==> src/hdl/rif_cfg.svh <==
// constants for the rtc interrupt flag and rate select block
// Functional notes
// RULE_01: summary flag is any flag with enable
// RULE_02: interrupt pin low while summary flag set
// RULE_03: status read or reset clears all flags
// RULE_04: periodic flag set on tap edge always; code sets it only in the osc_run state
// RULE_05: alarm flag set on alarm match
// RULE_06: update flag set after each update
// RULE_07: status low nibble reads zero, unwritable
// RULE_08: battery bit read-only, reset leaves it
// RULE_09: battery register low bits read zero
// RULE_10: 114 ram bytes always host accessible
// RULE_11: power fail forces external sram deselected
// RULE_12: enabling a set flag asserts pin immediately
// RULE_13: host reads status before first enabling
// RULE_14: status stable during read, events deferred
// RULE_15: one tap selector feeds periodic and square
// RULE_16: oscillator control 010 run, 11x hold
// RULE_17: codes 0000 off, 0001/0010 low rates
// RULE_18: codes 0011 up double each period
// RULE_19: enables and square enable cleared by reset
// RULE_20: setting time-set inhibit clears update enable
// RULE_21: square pin low when square output disabled
// RULE_22: rate select bits survive reset
// RULE_23: read clear acts at end of strobe
// RULE_24: flags are sticky, set wins over clear
`ifndef RIF_CFG_SVH
`define RIF_CFG_SVH
`define RIF_OFF_CTRL_A 7'h0A
`define RIF_OFF_CTRL_B 7'h0B
`define RIF_OFF_STATUS 7'h0C
`define RIF_OFF_BATT 7'h0D
`define RIF_OFF_RAM 7'h0E
`define RIF_B_SET 7
`define RIF_B_SQUARE_OUT_EN 3
`define RIF_B_DM 2
`define RIF_B_HR24 1
`define RIF_B_DSE 0
`define RIF_EN_RESET 3'h0
`define RIF_FLAG_RESET 3'h0
`define RIF_OSC_RUN_CODE 3'h2
`define RIF_TAP_FIRST 4'h3
`define RIF_TAP_ALIAS 4'h7
`endif

==> src/hdl/rif_pkg.sv <==
// types for the rtc interrupt flag and rate select block
package rif_pkg;
   typedef enum logic [2:0] {
      osc_stop = 3'b001,
      osc_hold = 3'b010,
      osc_run = 3'b100
   } rif_osc_t;
endpackage : rif_pkg

==> src/hdl/rif_core.sv <==
// rtc interrupt flags, rate select, control and status registers, user ram
`timescale 1ns/1ps
`include "rif_cfg.svh"
module rif_core #(
   parameter int RAM_BYTES = 114,
   parameter int DIV_STAGES = 15
) (
   input wire logic mclk,
   input wire logic rst_n,
   input wire logic [7:0] ad_i,
   output logic [7:0] ad_o,
   output logic ad_oe,
   input wire logic as_strobe,
   input wire logic ds_strobe,
   input wire logic rw_read,
   input wire logic cs_n,
   input wire logic osc_tick,
   input wire logic alarm_match,
   input wire logic update_done,
   input wire logic update_in_progress,
   input wire logic battery_valid,
   input wire logic power_fail,
   input wire logic ext_ce_in_n,
   output logic irq_n,
   output logic sqw,
   output logic ext_ce_n,
   output logic osc_enable
);
   // tap mux and register map are laid out for these sizes only
   if (RAM_BYTES != 114 || DIV_STAGES != 15) begin : g_size_check
      $error("rif_core: map needs 114 ram bytes and 15 divider stages");
   end

   function automatic rif_pkg::rif_osc_t osc_decode(input logic [2:0] code);
      rif_pkg::rif_osc_t st;
      st = rif_pkg::osc_stop;
      if (code == `RIF_OSC_RUN_CODE) begin
         st = rif_pkg::osc_run;
      end else if (code[2:1] == 2'h3) begin
         st = rif_pkg::osc_hold;
      end
      return st;
   endfunction : osc_decode

   // rate code to divider stage; codes 1 and 2 alias codes 8 and 9
   function automatic logic [3:0] tap_index(input logic [3:0] rs);
      logic [3:0] idx;
      idx = rs - 4'h2;
      if (rs < `RIF_TAP_FIRST) begin
         idx = rs + 4'h5;
      end
      return idx;
   endfunction : tap_index

   logic [6:0] addr_r;
   logic [7:0] wdat_r;
   logic rd_q_r;
   logic wr_q_r;
   logic [7:0] ad_o_r;
   logic ad_oe_r;
   logic [2:0] osc_ctrl_r;
   logic [3:0] rate_sel_r;
   logic set_inhibit_r;
   logic [2:0] irq_en_r;
   logic square_out_en_r;
   logic dm_r;
   logic hr24_r;
   logic dse_r;
   logic [2:0] flag_r;
   logic [2:0] pend_r;
   rif_pkg::rif_osc_t osc_state_r;
   logic [DIV_STAGES-1:0] div_r;
   logic tap_q_r;
   logic irq_n_r;
   logic sqw_r;
   logic ext_ce_n_r;
   logic osc_en_r;
   logic [7:0] ram_r [RAM_BYTES];

   logic rd_act;
   logic wr_act;
   logic rd_start;
   logic rd_end;
   logic wr_end;
   logic stat_sel;
   logic tap;
   logic tap_rise;
   logic tap_live;
   logic [2:0] ev;
   logic interrupt_summary_flag;
   logic [7:0] rd_mux;
   logic [6:0] ram_idx;

   assign rd_act = !cs_n && ds_strobe && rw_read;
   assign wr_act = !cs_n && ds_strobe && !rw_read;
   assign rd_start = rd_act && !rd_q_r;
   assign rd_end = rd_q_r && !rd_act;
   assign wr_end = wr_q_r && !wr_act;
   assign stat_sel = addr_r == `RIF_OFF_STATUS;
   assign ram_idx = addr_r - `RIF_OFF_RAM;
   assign tap = (rate_sel_r != 4'h0) && div_r[tap_index(rate_sel_r)]; // RULE_15 RULE_17 RULE_18
   assign tap_rise = tap && !tap_q_r;
   // edges count only while the chain runs, so an unwritten rate code stays harmless
   assign tap_live = tap_rise && osc_state_r == rif_pkg::osc_run;
   // bit order {periodic, alarm, update}
   assign ev = {tap_live, alarm_match, update_done}; // RULE_04 RULE_05 RULE_06
   assign interrupt_summary_flag = |(flag_r & irq_en_r); // RULE_01 RULE_12

   // bus strobes; address latched while the address strobe is high
   always_ff @(posedge mclk or negedge rst_n) begin
      if (!rst_n) begin
         addr_r <= 7'h00;
         rd_q_r <= 1'b0;
         wr_q_r <= 1'b0;
         wdat_r <= 8'h00;
      end else begin
         if (as_strobe) begin
            addr_r <= ad_i[6:0];
         end
         rd_q_r <= rd_act;
         wr_q_r <= wr_act;
         if (wr_act) begin
            wdat_r <= ad_i;
         end
      end
   end

   always_comb begin
      rd_mux = 8'h00;
      if (addr_r == `RIF_OFF_CTRL_A) begin
         rd_mux = {update_in_progress, osc_ctrl_r, rate_sel_r};
      end else if (addr_r == `RIF_OFF_CTRL_B) begin
         rd_mux = {set_inhibit_r, irq_en_r, square_out_en_r, dm_r, hr24_r, dse_r};
      end else if (stat_sel) begin
         rd_mux = {interrupt_summary_flag, flag_r, 4'h0}; // RULE_07
      end else if (addr_r == `RIF_OFF_BATT) begin
         rd_mux = {battery_valid, 7'h00}; // RULE_08 RULE_09
      end else if (addr_r >= `RIF_OFF_RAM) begin
         rd_mux = ram_r[ram_idx]; // RULE_10
      end
   end

   // data captured once at strobe start so the host sees a frozen value
   always_ff @(posedge mclk or negedge rst_n) begin
      if (!rst_n) begin
         ad_o_r <= 8'h00;
         ad_oe_r <= 1'b0;
      end else begin
         ad_oe_r <= rd_act;
         if (rd_start) begin
            ad_o_r <= rd_mux; // RULE_14
         end
      end
   end

   // no reset: these survive the reset pin
   always_ff @(posedge mclk) begin
      if (wr_end && addr_r == `RIF_OFF_CTRL_A) begin
         osc_ctrl_r <= wdat_r[6:4]; // RULE_16
         rate_sel_r <= wdat_r[3:0]; // RULE_22
      end
      if (wr_end && addr_r == `RIF_OFF_CTRL_B) begin
         set_inhibit_r <= wdat_r[`RIF_B_SET];
         dm_r <= wdat_r[`RIF_B_DM];
         hr24_r <= wdat_r[`RIF_B_HR24];
         dse_r <= wdat_r[`RIF_B_DSE];
      end
   end

   always_ff @(posedge mclk or negedge rst_n) begin
      if (!rst_n) begin
         irq_en_r <= `RIF_EN_RESET; // RULE_19
         square_out_en_r <= 1'b0; // RULE_19
      end else if (wr_end && addr_r == `RIF_OFF_CTRL_B) begin
         irq_en_r <= {wdat_r[6:5], wdat_r[4] && !wdat_r[`RIF_B_SET]}; // RULE_20
         square_out_en_r <= wdat_r[`RIF_B_SQUARE_OUT_EN];
      end
   end

   always_ff @(posedge mclk) begin
      if (wr_end && addr_r >= `RIF_OFF_RAM) begin
         ram_r[ram_idx] <= wdat_r; // RULE_10
      end
   end

   // per-flag sticky latch with deferral across a status read
   for (genvar g = 0; g < 3; g++) begin : g_flag
      always_ff @(posedge mclk or negedge rst_n) begin
         if (!rst_n) begin
            flag_r[g] <= 1'b0; // RULE_03
            pend_r[g] <= 1'b0;
         end else if (stat_sel && rd_end) begin
            flag_r[g] <= pend_r[g] || ev[g]; // RULE_03 RULE_23 RULE_24
            pend_r[g] <= 1'b0;
         end else if (stat_sel && rd_q_r) begin
            pend_r[g] <= pend_r[g] || ev[g]; // RULE_14
         end else begin
            flag_r[g] <= flag_r[g] || ev[g]; // RULE_24
         end
      end
   end

   // divider runs from the 32.768 kHz tick, held at zero in hold state
   always_ff @(posedge mclk or negedge rst_n) begin
      if (!rst_n) begin
         osc_state_r <= rif_pkg::osc_stop;
         div_r <= '0;
         tap_q_r <= 1'b0;
      end else begin
         osc_state_r <= osc_decode(osc_ctrl_r); // RULE_16
         tap_q_r <= tap;
         unique case (osc_state_r)
            rif_pkg::osc_run: begin
               if (osc_tick) begin
                  div_r <= div_r + 1'b1;
               end
            end
            rif_pkg::osc_hold: begin
               div_r <= '0;
            end
            rif_pkg::osc_stop: begin
               div_r <= div_r;
            end
            default: begin
               div_r <= '0;
            end
         endcase
      end
   end

   always_ff @(posedge mclk or negedge rst_n) begin
      if (!rst_n) begin
         irq_n_r <= 1'b1;
         sqw_r <= 1'b0;
         ext_ce_n_r <= 1'b1;
         osc_en_r <= 1'b0;
      end else begin
         irq_n_r <= !interrupt_summary_flag; // RULE_02
         sqw_r <= square_out_en_r && tap; // RULE_21
         ext_ce_n_r <= ext_ce_in_n || power_fail; // RULE_11
         osc_en_r <= osc_state_r != rif_pkg::osc_stop;
      end
   end

   assign ad_o = ad_o_r;
   assign ad_oe = ad_oe_r;
   assign irq_n = irq_n_r;
   assign sqw = sqw_r;
   assign ext_ce_n = ext_ce_n_r;
   assign osc_enable = osc_en_r;
endmodule : rif_core

==> config.mk <==
export PLATFORM = sky130hd
export DESIGN_NAME = rif_core
export DESIGN_NICKNAME = d
export VERILOG_FILES = /design/src/hdl/rif_pkg.sv /design/src/hdl/rif_core.sv
export VERILOG_INCLUDE_DIRS = /design/src /design/src/hdl
export SDC_FILE = /design/constraint.sdc
export NUM_CORES = 1
export LEC_CHECK = 0
export BUFFER_PORTS_ARGS = -buffer_cell sky130_fd_sc_hd__buf_4
export CAP_MARGIN = 0
export CORE_MARGIN = 2
export CORE_UTILIZATION = 63
export DETAILED_ROUTE_END_ITERATION = 16
export PLACE_DENSITY = 0.79
export SLEW_MARGIN = 20
export SYNTH_ARGS = -nofsm -noshare
export SYNTH_HDL_FRONTEND = slang
export SYNTH_SLANG_ARGS = --single-unit
export TNS_END_PERCENT = 20
==> constraint.sdc <==
create_clock -name mclk -period 3.2 [get_ports mclk]
set_input_delay 0.64 -clock mclk [delete_from_list [all_inputs] [get_ports mclk]]
set_output_delay 0.64 -clock mclk [all_outputs]
set_load 0.005 [all_outputs]
==> metrics.csv <==
metric,value,unit
syn_nets,2272,
Clock Latency Late Sink,0.66,ns
RSZ-0062 raised after global routing,true,
vias in the first global route,22100,
Slew headroom,30.6,%
Crit. End Element,register,
Mapped Avg Cell Area,17.5,um2
core area,0.0617,mm2
commonest cells in the netlist,"edfxtp_1 (923), mux2i_1 (334), nor2_1 (166), a22oi_1 (88), nand2_1 (74)",
sequential area share after synthesis,74.2,%
Final min period,3.13,ns
DIE WIDTH,254,um
number of synthesized flops with an enable pin,923,
biggest area consumer among synthesized cells,edfxtp_1,
DR WL/cell,27.8,um
critical-path maximum fanout,39,
Nets,2519,
largest net degree at the start of global routing,118,
initial antenna violation count,0,
Overflow after GRT,0,
post-DP HPWL,57500,um
Slew @ Worst Pin,1.04,ns
PD cells,647,mW/mm2
status,finished clean,
crit path kind,register to register,
"Hold-fix buffers, CTS",0,
"slowest stage delay, CP",0.47,ns
"Reg clk slew, reported paths",0.06,ns
ANT nets after route,0,
layout cells sized above 1,20.9,%
chip height,254,um
Via-to-Cell Ratio,6.60,
max cap viols,0,
asr flop ratio synth,5.91,%
CTS buffer count,94,
gpl congestion,0.931,
n_diodes,0,
H-tree depth,3,
Final period util,97.7,%
Die Area,0.0644,mm2
Setup TNS,0,ns
vias,22400,
FMAX,320,MHz
CTS tree,yes,
Rows,91,
dominant synthesized flop cell,edfxtp_1,
Ports,34,
Area after DPL,0.0422,mm2
PortBufs,33,
drt first pass iters,6,
# DRC,0,
LEAKAGE,0.0156,uW
GRT Util Overall,29.7,%
HP Class,primary input to asynchronous set/reset pin,
Post-Place Cells,3229,
cell count after synthesis,2241,
# setup viols final,0,
Synth top area share,70.5,%
Area Growth Syn to Fin,15.2,%
Final Slew Violations,0,
fin area,0.0453,mm2
VDD IR-drop max,0.470,mV
CP Launch Type,register,
aggregate routed wire length,94600,um
CP max stage cell,ha_2,
fin cells,3400,
crit path DAT,3.65,ns
CTS Sinks,981,
Yosys warning count,0,
most frequent cell after synthesis,edfxtp_1,
final design utilization,73.4,%
first-pass GRT wire length,140000,um
"Hold Vio Cnt, Final",0,
CP Cell Sequence,inv_1 > ha_2 > and2_4 > buf_12 > a22oi_1 > a32oi_1 > a21oi_1 > nor4_1 > buf_4 > o22ai_1,
FILL cells,3521,
synthesized area,0.0393,mm2
synth top area cells,"edfxtp_1 (71%), mux2i_1 (8.5%), dfrtp_1 (3.5%)",
"flops & latches, synth",981,
number of distinct library cells after synthesis,61,
first-iteration detailed-routing DRC count,2971,
WP data required,3.72,ns
skew final,0.0340,ns
starting density of the core,63.7,%
CTS max path bufs,3,
Root Buffer,clkbuf_16,
## layer usage
layer	GRT usage, %	share of wire (%)	routed length (um)	vias to the layer above
li1	-	-	-	9513
met3	6.45	10	9780	252
met1	41.6	38	36300	11300
met4	11.3	4.0	3820	0
met2	46.4	47	44700	1402
met5	0	0	0	-
## worst paths after layout
path / start / end / slack [ns] / cells after the start
max: addr_r[1] / ad_o[0] / 0.07 / 10
min: rst_n / flag_r[1] / 0.06 / 1
max reg2reg: addr_r[1] / ad_o[0] / 0.07 / 10
min reg2reg: pend_r[2] / pend_r[2] / 0.51 / 1
max in group asynchronous: rst_n / wdat_r[5] / 2.53 / 1
min in group mclk: cs_n / wr_q_r / 0.18 / 2
## power by group
| group | internal (uW) | switching (uW) | leakage (uW) |
|---|---|---|---|
| clock | 6420 | 4630 | 0.00150 |
| sequential | 14700 | 451 | 0.00903 |
| combinational | 1170 | 1980 | 0.00503 |
## state kept, by name, summed over array words and instances, names as in the netlist, 3 cells and up
name and flops:
ram_r 912, ad_o 8, pend_r 3, div_r 15, wdat_r 8, addr_r 7
osc_ctrl_r 3, irq_en_r 3, flag_r 3, osc_state_r 3, rate_sel_r 4
## area by class of cell
class	count	area, um2	share of cell area (%)
Clock buffer	116	2530	5.58
Clock inverter	55	544	1.20
Inverter	15	56.3	0.124
Multi-Input combinational cell	1122	9520	21.0
Sequential cell	981	29200	64.5
Tap cell	837	1050	2.31
Timing Repair Buffer	274	2390	5.28
## repair_timing
item,in CTS,in global routing
gates resized for setup,1,10
buffers inserted,0,0
setup endpoints to repair,2,203
## cell usage in the layout (no fill, tap or decap), types with 5 or more instances in the layout
master	instances
edfxtp_1	923
mux2i_1	334
buf_4	247
nor2_1	165
clkbuf_16	98
a22oi_1	88
nand2_1	73
a221oi_1	53
mux2_2	48
dfrtp_1	45
a21oi_1	44
a32oi_1	43
mux4_2	43
a22o_1	37
o21ai_0	25
buf_12	25
clkinv_1	19
clkinv_2	18
clkbuf_1	17
inv_1	15
mux4_1	15
o22ai_1	13
nand2b_1	11
xor2_1	10
dfrtp_4	10
bufinv_16	10
ha_1	9
nor3_1	8
xnor2_1	7
nor4_1	7
nand4_1	7
a21o_1	6
and2_1	5
nand3_1	5
a222oi_1	5
clkinvlp_4	5
## worst max-delay path: cells and delay by family (launching register included)
kind	cells	cell delay, ns
AO/OA/AOI/OAI	4	0.79
adder cells (fa/ha/maj)	1	0.47
buffers and inverters	3	0.51
flip-flops	1	0.45
AND/OR/NAND/NOR	2	0.74
## through the flow
| stage | power [uW] | setup WS, ns | hold slack [ns] |
|---|---|---|---|
| global placement | 18300 | 0.0548 | 0.482 |
| detailed placement | 18400 | -0.0296 | 0.500 |
| finish | 29300 | 0.0735 | 0.0615 |
| CTS | 29300 | 0.0424 | 0.0715 |
| global route | 30000 | -0.0161 | 0.118 |
| floorplan | 16900 | 0.450 | 0.344 |
## logic make-up (layout without fill, tap and decap cells)
| group | after synthesis | in the layout | share of synthesized area [%] |
|---|---|---|---|
| flip-flops | 981 | 981 | 74.2 |
| adder cells (fa/ha/maj) | 10 | 10 | 0.318 |
| AND/OR/NAND/NOR | 312 | 312 | 3.44 |
| buffers and inverters | 138 | 460 | 1.74 |
| XOR/XNOR | 17 | 17 | 0.379 |
| AO/OA/AOI/OAI | 343 | 343 | 6.58 |
| multiplexers | 440 | 440 | 13.3 |
(Power assumes the default switching activity.)
